--- config.mk ---
export PLATFORM = sky130hd
export DESIGN_NAME = tcoc_top
export DESIGN_NICKNAME = d
export VERILOG_FILES = /design/src/logic/tcoc_pkg.sv /design/src/logic/tcoc_apb_slave.sv /design/src/logic/tcoc_channel.sv /design/src/logic/tcoc_top.sv
export SDC_FILE = /design/constraint.sdc
export NUM_CORES = 1
export LEC_CHECK = 0
export ABC_AREA = 1
export BUFFER_PORTS_ARGS = -buffer_cell sky130_fd_sc_hd__buf_2
export CAP_MARGIN = 20
export CORE_AREA = 2 2 115 162
export CTS_BUF_LIST = sky130_fd_sc_hd__clkbuf_8
export CTS_CLUSTER_DIAMETER = 120
export DETAILED_ROUTE_END_ITERATION = 10
export DIE_AREA = 0 0 117 164
export PLACE_DENSITY = 0.71
export SETUP_SLACK_MARGIN = 0.05
export SLEW_MARGIN = 20
export SYNTH_ARGS = -nofsm -noshare
export SYNTH_HDL_FRONTEND = slang
export SYNTH_SLANG_ARGS = --single-unit
--- constraint.sdc ---
create_clock -name pclk -period 2.19 [get_ports pclk]
set_input_delay 0.219 -clock pclk [delete_from_list [all_inputs] [get_ports pclk]]
set_output_delay 0.219 -clock pclk [all_outputs]
set_load 0.1 [all_outputs]
--- src/logic/tcoc_pkg.sv ---
// Package of register layout, mode codes and bus map for the compare-output control block.
package tcoc_pkg;

  // ==========================================================================
  // Register map (byte addresses on APB)
  localparam logic [7:0] TCOC_ADDR_CTRL_A   = 8'h00;
  localparam logic [7:0] TCOC_ADDR_CTRL_B   = 8'h04;
  localparam logic [7:0] TCOC_ADDR_STATUS   = 8'h08;
  localparam logic [7:0] TCOC_ADDR_CMP_A    = 8'h0c;
  localparam logic [7:0] TCOC_ADDR_CMP_B    = 8'h10;
  localparam logic [7:0] TCOC_ADDR_TOP      = 8'h14;

  // ==========================================================================
  // Field positions
  localparam int TCOC_A_ACT_HI   = 7;
  localparam int TCOC_A_ACT_LO   = 6;
  localparam int TCOC_B_ACT_HI   = 5;
  localparam int TCOC_B_ACT_LO   = 4;
  localparam int TCOC_FORCE_A    = 3;
  localparam int TCOC_FORCE_B    = 2;
  localparam int TCOC_WGM_LO_HI  = 1;
  localparam int TCOC_WGM_LO_LO  = 0;
  localparam int TCOC_WGM_HI_HI  = 4;
  localparam int TCOC_WGM_HI_LO  = 3;

  // ==========================================================================
  // Reset values
  localparam logic [7:0]  TCOC_CTRL_A_RST = 8'h00;
  localparam logic [7:0]  TCOC_CTRL_B_RST = 8'h00;
  localparam logic [15:0] TCOC_CMP_RST    = 16'h0000;
  localparam logic [15:0] TCOC_TOP_RST    = 16'hffff;
  localparam logic [15:0] TCOC_BOTTOM     = 16'h0000;

  // ==========================================================================
  // Mode codes
  localparam logic [3:0] TCOC_WGM_PFC_ICR = 4'h8;
  localparam logic [3:0] TCOC_WGM_PFC_OCA = 4'h9;
  localparam logic [3:0] TCOC_WGM_PC_OCA  = 4'hb;
  localparam logic [3:0] TCOC_WGM_FAST_IC = 4'he;
  localparam logic [3:0] TCOC_WGM_FAST_OA = 4'hf;

  typedef enum logic [1:0]
  {
    TCOC_FAM_NONPWM = 2'b00,
    TCOC_FAM_FAST   = 2'b01,
    TCOC_FAM_DUAL   = 2'b10,
    TCOC_FAM_PFC    = 2'b11
  } tcoc_family_t;

  typedef enum logic [2:0]
  {
    TCOC_ACT_NONE   = 3'b000,
    TCOC_ACT_TOGGLE = 3'b001,
    TCOC_ACT_CLEAR  = 3'b010,
    TCOC_ACT_SET    = 3'b011
  } tcoc_action_t;

  // Classify a four-bit waveform mode into its family.
  function automatic tcoc_family_t tcoc_family(input logic [3:0] wgm);
    tcoc_family_t f;
    f = TCOC_FAM_NONPWM;
    unique case (wgm)
      4'h1, 4'h2, 4'h3, 4'ha, 4'hb: f = TCOC_FAM_DUAL;
      4'h5, 4'h6, 4'h7, 4'he, 4'hf: f = TCOC_FAM_FAST;
      4'h8, 4'h9:                   f = TCOC_FAM_PFC;
      default:                      f = TCOC_FAM_NONPWM;
    endcase
    return f;
  endfunction

endpackage

--- src/logic/tcoc_apb_slave.sv ---
// APB slave handshake and address decode for the compare-output control block.
`timescale 1ns/10ps

module tcoc_apb_slave
  import tcoc_pkg::*;
(
  // Clock and reset
  input  wire logic        pclk,
  input  wire logic        presetn,
  // APB request
  input  wire logic        psel,
  input  wire logic        penable,
  input  wire logic        pwrite,
  input  wire logic [7:0]  paddr,
  // Decoded strobes
  output logic             wr_stb,
  output logic             rd_stb,
  output logic [7:0]       acc_addr,
  output logic             pready,
  output logic             pslverr
);

  typedef struct packed
  {
    logic waited;
  } tcoc_apb_state_t;

  tcoc_apb_state_t state;
  tcoc_apb_state_t next_state;

  // One wait state: read data is captured on the first access edge, so it
  // already stands in its flip-flop when pready is high on the second.
  always_comb
  begin
    next_state        = state;
    next_state.waited = psel & penable & ~state.waited;
  end

  always_ff @(posedge pclk or negedge presetn)
  begin
    if (!presetn)
      state <= '0;
    else
      state <= next_state;
  end

  function automatic logic tcoc_mapped(input logic [7:0] a);
    return (a == TCOC_ADDR_CTRL_A) || (a == TCOC_ADDR_CTRL_B) || (a == TCOC_ADDR_STATUS) ||
           (a == TCOC_ADDR_CMP_A) || (a == TCOC_ADDR_CMP_B) || (a == TCOC_ADDR_TOP);
  endfunction

  assign pready   = state.waited;
  assign acc_addr = paddr;
  assign wr_stb   = psel & penable & state.waited & pwrite & tcoc_mapped(paddr);
  assign rd_stb   = psel & penable & ~state.waited & ~pwrite;
  assign pslverr  = psel & penable & state.waited & ~tcoc_mapped(paddr);

endmodule

--- src/logic/tcoc_channel.sv ---
// One compare-output channel: action decode and output flip-flop.
`timescale 1ns/10ps

module tcoc_channel
  import tcoc_pkg::*;
(
  // Clock and reset
  input  wire logic         pclk,
  input  wire logic         presetn,
  // Configuration
  input  wire logic [1:0]   output_action,
  input  wire logic [3:0]   waveform_mode_select,
  input  wire logic         is_chan_a,
  // Events
  input  wire logic         tick_match,
  input  wire logic         tick_bottom,
  input  wire logic         count_down,
  input  wire logic         cmp_is_top,
  input  wire logic         force_strobe,
  // Result
  output logic              compare_out,
  output logic              connected
);

  typedef struct packed
  {
    logic out;
  } tcoc_ch_state_t;

  tcoc_ch_state_t state;
  tcoc_ch_state_t next_state;
  tcoc_family_t   fam;
  logic           toggle_ok;
  logic           match_eff;

  assign fam = tcoc_family(waveform_mode_select);

  always_comb
  begin
    toggle_ok = 1'b0;
    unique case (fam)
      TCOC_FAM_NONPWM: toggle_ok = 1'b1;
      TCOC_FAM_FAST:   toggle_ok = is_chan_a && (waveform_mode_select == TCOC_WGM_FAST_OA);
      default:         toggle_ok = is_chan_a && (waveform_mode_select == TCOC_WGM_PFC_OCA ||
                                                 waveform_mode_select == TCOC_WGM_FAST_IC);
    endcase
  end

  assign connected = (output_action[1] | (output_action[0] & toggle_ok));

  // Fast PWM clear/set with compare at TOP: the match is dropped, BOTTOM does the work.
  assign match_eff = tick_match & ~((fam == TCOC_FAM_FAST) & cmp_is_top & output_action[1]);

  always_comb
  begin
    next_state = state;
    unique case (fam)
      TCOC_FAM_NONPWM:
      begin
        if (match_eff | force_strobe)
        begin
          unique case (output_action)
            2'b01:   next_state.out = ~state.out;
            2'b10:   next_state.out = 1'b0;
            2'b11:   next_state.out = 1'b1;
            default: next_state.out = state.out;
          endcase
        end
      end
      TCOC_FAM_FAST:
      begin
        if (output_action[1] & tick_bottom)
          next_state.out = ~output_action[0];
        else if (output_action[1] & match_eff)
          next_state.out = output_action[0];
        else if ((output_action == 2'b01) & toggle_ok & match_eff)
          next_state.out = ~state.out;
      end
      default:
      begin
        if (output_action[1] & match_eff)
          next_state.out = output_action[0] ^ count_down;
        else if ((output_action == 2'b01) & toggle_ok & match_eff)
          next_state.out = ~state.out;
      end
    endcase
  end

  always_ff @(posedge pclk or negedge presetn)
  begin
    if (!presetn)
      state <= '0;
    else
      state <= next_state;
  end

  assign compare_out = state.out;

endmodule

--- src/logic/tcoc_top.sv ---
// Top of the compare-output control block: registers, buffered compare values and pin override.
`timescale 1ns/10ps

module tcoc_top
  import tcoc_pkg::*;
(
  // Clock and reset
  input  wire logic         pclk,
  input  wire logic         presetn,
  // APB slave
  input  wire logic         psel,
  input  wire logic         penable,
  input  wire logic         pwrite,
  input  wire logic [7:0]   paddr,
  input  wire logic [31:0]  pwdata,
  output logic [31:0]       prdata,
  output logic              pready,
  output logic              pslverr,
  // Counter side
  input  wire logic         timer_tick_enable,
  input  wire logic [15:0]  counter_value,
  input  wire logic         count_down,
  // Port pin side
  input  wire logic         port_dir_a,
  input  wire logic         port_dir_b,
  input  wire logic         port_data_a,
  input  wire logic         port_data_b,
  output logic              pin_out_a,
  output logic              pin_oe_a,
  output logic              pin_out_b,
  output logic              pin_oe_b,
  // Match events to the timer flag logic
  output logic              compare_match_flag_a,
  output logic              compare_match_flag_b
);

  // ==========================================================================
  // State
  typedef struct packed
  {
    logic [7:0]  ctrl_a;
    logic [7:0]  ctrl_b;
    logic [15:0] cmp_buf_a;
    logic [15:0] cmp_buf_b;
    logic [15:0] cmp_a;
    logic [15:0] cmp_b;
    logic [15:0] top;
    logic        force_a;
    logic        force_b;
    logic        flag_a;
    logic        flag_b;
    logic [31:0] rdata;
  } tcoc_state_t;

  tcoc_state_t  state;
  tcoc_state_t  next_state;

  logic         wr_stb;
  logic         rd_stb;
  logic [7:0]   acc_addr;
  logic [3:0]   waveform_mode_select;
  tcoc_family_t fam;
  logic         at_bottom;
  logic         at_top;
  logic         match_a;
  logic         match_b;
  logic         out_a;
  logic         out_b;
  logic         conn_a;
  logic         conn_b;

  tcoc_apb_slave u_apb
  (
    .pclk     (pclk),
    .presetn  (presetn),
    .psel     (psel),
    .penable  (penable),
    .pwrite   (pwrite),
    .paddr    (paddr),
    .wr_stb   (wr_stb),
    .rd_stb   (rd_stb),
    .acc_addr (acc_addr),
    .pready   (pready),
    .pslverr  (pslverr)
  );

  // ==========================================================================
  // Mode decode
  assign waveform_mode_select = {state.ctrl_b[TCOC_WGM_HI_HI:TCOC_WGM_HI_LO],
                                 state.ctrl_a[TCOC_WGM_LO_HI:TCOC_WGM_LO_LO]};
  assign fam       = tcoc_family(waveform_mode_select);
  assign at_bottom = timer_tick_enable & (counter_value == TCOC_BOTTOM);
  assign at_top    = timer_tick_enable & (counter_value == state.top);
  // Matches, BOTTOM and TOP only count on a tick; registers and bus logic run every pclk edge.
  assign match_a   = timer_tick_enable & (counter_value == state.cmp_a);
  assign match_b   = timer_tick_enable & (counter_value == state.cmp_b);

  function automatic logic [31:0] tcoc_read(input tcoc_state_t s, input logic [7:0] a);
    logic [31:0] v;
    v = 32'h0000_0000;
    unique case (a)
      TCOC_ADDR_CTRL_A:
      begin
        v[7:0] = s.ctrl_a;
        v[TCOC_FORCE_A] = 1'b0;
        v[TCOC_FORCE_B] = 1'b0;
      end
      TCOC_ADDR_CTRL_B: v[7:0]  = s.ctrl_b;
      TCOC_ADDR_STATUS: v[3:0]  = {s.flag_b, s.flag_a, 2'b00};
      TCOC_ADDR_CMP_A:  v[15:0] = s.cmp_buf_a;
      TCOC_ADDR_CMP_B:  v[15:0] = s.cmp_buf_b;
      TCOC_ADDR_TOP:    v[15:0] = s.top;
      default:          v = 32'h0000_0000;
    endcase
    return v;
  endfunction

  // ==========================================================================
  // Next state
  always_comb
  begin
    next_state         = state;
    next_state.force_a = 1'b0;
    next_state.force_b = 1'b0;
    // Flags come from real matches only, so a forced compare never raises one.
    next_state.flag_a  = match_a;
    next_state.flag_b  = match_b;

    if (wr_stb)
    begin
      unique case (acc_addr)
        TCOC_ADDR_CTRL_A:
        begin
          next_state.ctrl_a = pwdata[7:0];
          next_state.ctrl_a[TCOC_FORCE_A] = 1'b0;
          next_state.ctrl_a[TCOC_FORCE_B] = 1'b0;
          // Software is expected to write zero here in PWM modes; it is gated anyway.
          if (tcoc_family({state.ctrl_b[TCOC_WGM_HI_HI:TCOC_WGM_HI_LO],
                           pwdata[TCOC_WGM_LO_HI:TCOC_WGM_LO_LO]}) == TCOC_FAM_NONPWM)
          begin
            next_state.force_a = pwdata[TCOC_FORCE_A];
            next_state.force_b = pwdata[TCOC_FORCE_B];
          end
        end
        TCOC_ADDR_CTRL_B: next_state.ctrl_b    = pwdata[7:0];
        TCOC_ADDR_CMP_A:  next_state.cmp_buf_a = pwdata[15:0];
        TCOC_ADDR_CMP_B:  next_state.cmp_buf_b = pwdata[15:0];
        TCOC_ADDR_TOP:    next_state.top       = pwdata[15:0];
        default:          next_state.top       = state.top;
      endcase
    end

    // Compare update point depends on the family; non-PWM is immediate.
    unique case (fam)
      TCOC_FAM_NONPWM:
      begin
        next_state.cmp_a = next_state.cmp_buf_a;
        next_state.cmp_b = next_state.cmp_buf_b;
      end
      TCOC_FAM_DUAL:
      begin
        if (at_top)
        begin
          next_state.cmp_a = state.cmp_buf_a;
          next_state.cmp_b = state.cmp_buf_b;
        end
      end
      default:
      begin
        if (at_bottom)
        begin
          next_state.cmp_a = state.cmp_buf_a;
          next_state.cmp_b = state.cmp_buf_b;
        end
      end
    endcase

    if (rd_stb)
      next_state.rdata = tcoc_read(state, acc_addr);
  end

  always_ff @(posedge pclk or negedge presetn)
  begin
    if (!presetn)
    begin
      state        <= '0;
      state.ctrl_a <= TCOC_CTRL_A_RST;
      state.ctrl_b <= TCOC_CTRL_B_RST;
      state.top    <= TCOC_TOP_RST;
    end
    else
      state <= next_state;
  end

  // ==========================================================================
  // Channels
  tcoc_channel u_chan_a
  (
    .pclk                 (pclk),
    .presetn              (presetn),
    .output_action        (state.ctrl_a[TCOC_A_ACT_HI:TCOC_A_ACT_LO]),
    .waveform_mode_select (waveform_mode_select),
    .is_chan_a            (1'b1),
    .tick_match           (match_a),
    .tick_bottom          (at_bottom),
    .count_down           (count_down),
    .cmp_is_top           (state.cmp_a == state.top),
    .force_strobe         (state.force_a),
    .compare_out          (out_a),
    .connected            (conn_a)
  );

  tcoc_channel u_chan_b
  (
    .pclk                 (pclk),
    .presetn              (presetn),
    .output_action        (state.ctrl_a[TCOC_B_ACT_HI:TCOC_B_ACT_LO]),
    .waveform_mode_select (waveform_mode_select),
    .is_chan_a            (1'b0),
    .tick_match           (match_b),
    .tick_bottom          (at_bottom),
    .count_down           (count_down),
    .cmp_is_top           (state.cmp_b == state.top),
    .force_strobe         (state.force_b),
    .compare_out          (out_b),
    .connected            (conn_b)
  );

  // ==========================================================================
  // Pin override
  assign pin_out_a = conn_a ? out_a : port_data_a;
  assign pin_out_b = conn_b ? out_b : port_data_b;
  assign pin_oe_a  = port_dir_a;
  assign pin_oe_b  = port_dir_b;

  assign prdata               = state.rdata;
  assign compare_match_flag_a = state.flag_a;
  assign compare_match_flag_b = state.flag_b;

endmodule

==> impl_results.md <==
* Worst-Margin Slew at 0.580 ns
* Die width at 117 um
* Period utilization at 0.982
* Post-DRT Antenna Nets at 0
* Mapped Avg Cell Area at 6.63 sq um
* Post-synth top flop: dfrtp_1
* Worst path max stage delay at 0.39 ns
* H-tree levels at 4
* HPWL Detailed at 20.5 mm
* CP endpoint kind: primary output
* Total of max-cap violations at 0
* Max Freq at 0.465 GHz
* CP max-delay cell: dfrtp_1
* Run status: finished clean
* Worst hold path cell count at 3
* Routed WL at 25.8 mm
* CTS tree: done
* Mapped Cells at 1188
* VDD IR-drop max at 0.517 mV
* Worst skew pair latency at 0.45 ns
* Clk buf depth at 2
* Setup Viol. Count Final at 0
* Pins Over Slew Limit at 0
* Ys async rst share at 1.00
* Crit-path most repeated cell: nand2_1
* Post-synthesis register bit count at 117
* I/O pins at 107
* CP Class: reg -> out
* Port buffer count at 70
* Main area contributors after synthesis: dfrtp_1, nand2_1, inv_1, o21ai_0, nor2_1
* Core area at 17800 sq um
* CTS sink count at 117
* GRT Overall Usage at 0.283
* DR pass1 iterations at 5
* Root Driver: clkbuf_8
* WP depth at 9
* Sequential share of the synthesized area at 0.374
* Syn. warnings at 0
* Worst-case reg-to-reg path depth at 13
* Vias per cell at 5.22
* Max-slew headroom at 0.610
* Minimum clock period at 2.15 ns
* Fin Clk Skew at 0.0181 ns
* 1st-iter DRT viols at 703
* Die area at 19200 sq um
* Gr ovfl total at 0
* Post-Place Cells at 1493
* Crit path arrival time at 1.93 ns
* WL per Instance at 16.8 um
* Final core utilization at 0.521
* Area Overhead vs Synth at 17.7%
* Starting Density at 0.443
* Worst EP required at 1.97 ns
* Unrepaired setup endpoints after global routing: yes
* PwrDens at 535 nW/um^2
* Vias at 8033
* WP buf/inv at 2
* Die height at 164 um
* Largest net degree at the start of global routing at 45
* Number of synthesized flops with an enable pin at 0
* Ant. Diodes at 0
* Gp weighted congestion at 0.983
* Critical-path cell list: inv_1 -> nand2_1 -> nand2_1 -> nand2_2 -> nand3_4 -> o21ai_4 -> nor2_2 -> a21oi_2 -> buf_12
* Leakage Power at 5.10 nW
* DRC Markers at 0
* Unique masters post-synth at 42
* Worst-case hold slack at 0.0299 ns
* Vias in the first global route at 7622
* Final Hold Viols at 0
* Final nets at 1358
* Critical path launch point type: register
* First-pass GRT wire length at 40.7 mm
* Worst Hold Class: in -> reg
* Synth Cell Area at 7870 sq um
* Initial antenna violation count at 0
* Row count at 58
* Layout cells sized above 1 at 0.190
* Commonest cells in the synthesized netlist: nand2_1, inv_1, nor2_1
* Yosys top cell by area: dfrtp_1
* Most numerous cell in the Yosys netlist: nand2_1
* Crit Path Max Fanout at 3
* Largest delay contributor family on the critical path: simple AND/OR/NAND/NOR gates
* Non-Filler Instances at 1540
* Post-synth top area share at 0.321
* Clock-pin transition on the worst setup and hold timing paths at 0.07 ns
* Total clock buffers created by CTS at 17
-- cell type report --
| class | instances | area, sq um |
|---|---|---|
| flip-flops and latches | 117 | 2950 |
| multi-input cells | 871 | 4130 |
| well taps | 240 | 300 |
| repair buffers | 129 | 896 |
| fillers | 1794 | 8510 |
| inverters | 151 | 567 |
| clock inverters | 10 | 128 |
| clock buffers | 22 | 303 |
-- registers in the layout, summed over array words and instances (netlist names) --
name / flops
u_apb.pready: 1
state: 96
u_chan_a.compare_out: 1
compare_match_flag_a: 1
u_chan_b.compare_out: 1
prdata: 16
compare_match_flag_b: 1
-- logic make-up (layout without fill, tap and decap cells) --
logic type,count (synthesis),in the layout,synth area share
compound gates,198,198,0.142
xor+xnor,7,7,0.00779
fa+ha+maj,4,4,0.00636
buf+inv,215,312,0.124
flops,117,117,0.374
mux,8,8,0.0114
other cells,1,16,0.000476
simple gates,638,638,0.333
-- per-stage QoR --
step / instance area, sq um / worst slack, ns / setup TNS (ns) / power [mW]
after detailed placement: 8610 / 0.0474 / 0 / 2.85
after global routing: 9270 / -0.0107 / -0.0107 / 5.12
after floorplan: 7950 / -0.287 / -0.287 / 2.70
after CTS: 9140 / 0.0330 / 0 / 4.98
after global placement: 8610 / 0.0884 / 0 / 2.84
final: 9270 / 0.0385 / 0 / 4.96
-- repair_timing --
item / 4_1_cts / 5_1_grt
pin swaps: 3 / 8
gates resized for setup: 13 / 25
hold endpoints to repair: 31 / 0
setup buffers: 4 / 8
cloned: 0 / 0
hold buffers: 3 / 0
setup endpoints to repair: 2 / 4
-- where the power goes --
part,internal (mW),switching [mW]
registers,2.18,0.0111
logic,0.120,0.500
clock network,1.26,0.887
total,3.56,1.40
-- per-layer routing --
layer / part of all wire / global-route usage / wire length [um]
met1: 0.42 / 0.370 / 10900
met5: 0 / 0 / 0
met4: 0.053 / 0.159 / 1370
met3: 0.057 / 0.0373 / 1490
met2: 0.47 / 0.449 / 12100
-- placed cells by master, fill, tap and decap left out, types with 5 or more instances in the layout --
| cell type | count |
|---|---|
| buf_2 | 67 |
| nor2_1 | 103 |
| nand2_1 | 431 |
| clkbuf_8 | 22 |
| nand2_2 | 6 |
| o21ai_1 | 32 |
| o21ai_0 | 87 |
| dfstp_2 | 16 |
| buf_4 | 52 |
| o21ai_2 | 18 |
| buf_12 | 7 |
| nand4_1 | 18 |
| nand3_2 | 5 |
| conb_1 | 16 |
| nor3_1 | 7 |
| dfrtp_1 | 99 |
| a221oi_1 | 8 |
| o22ai_1 | 18 |
| inv_2 | 8 |
| inv_1 | 145 |
| mux2_2 | 8 |
| xor2_1 | 7 |
| nand3_1 | 29 |
| a21oi_1 | 25 |
| nor2_2 | 11 |
-- worst paths after layout --
check	startpoint	to	slack (ns)
min	pwdata[0]	state[100]	0.03
max	state[119]	pin_out_b	0.04
max in group asynchronous	presetn	state[47]	1.24
min in group asynchronous	presetn	state[110]	0.28
max reg2reg	state[47]	u_chan_b.compare_out	0.16
min reg2reg	u_apb.pready	u_apb.pready	0.46
-- worst min-delay path: cells and delay by family --
family	cells	cell delay (ns)
AOI/OAI and AO/OA	1	0.06
buffers and inverters	1	0.10
and+or+nand+nor	1	0.06
Power figures use the tool's default switching activity.
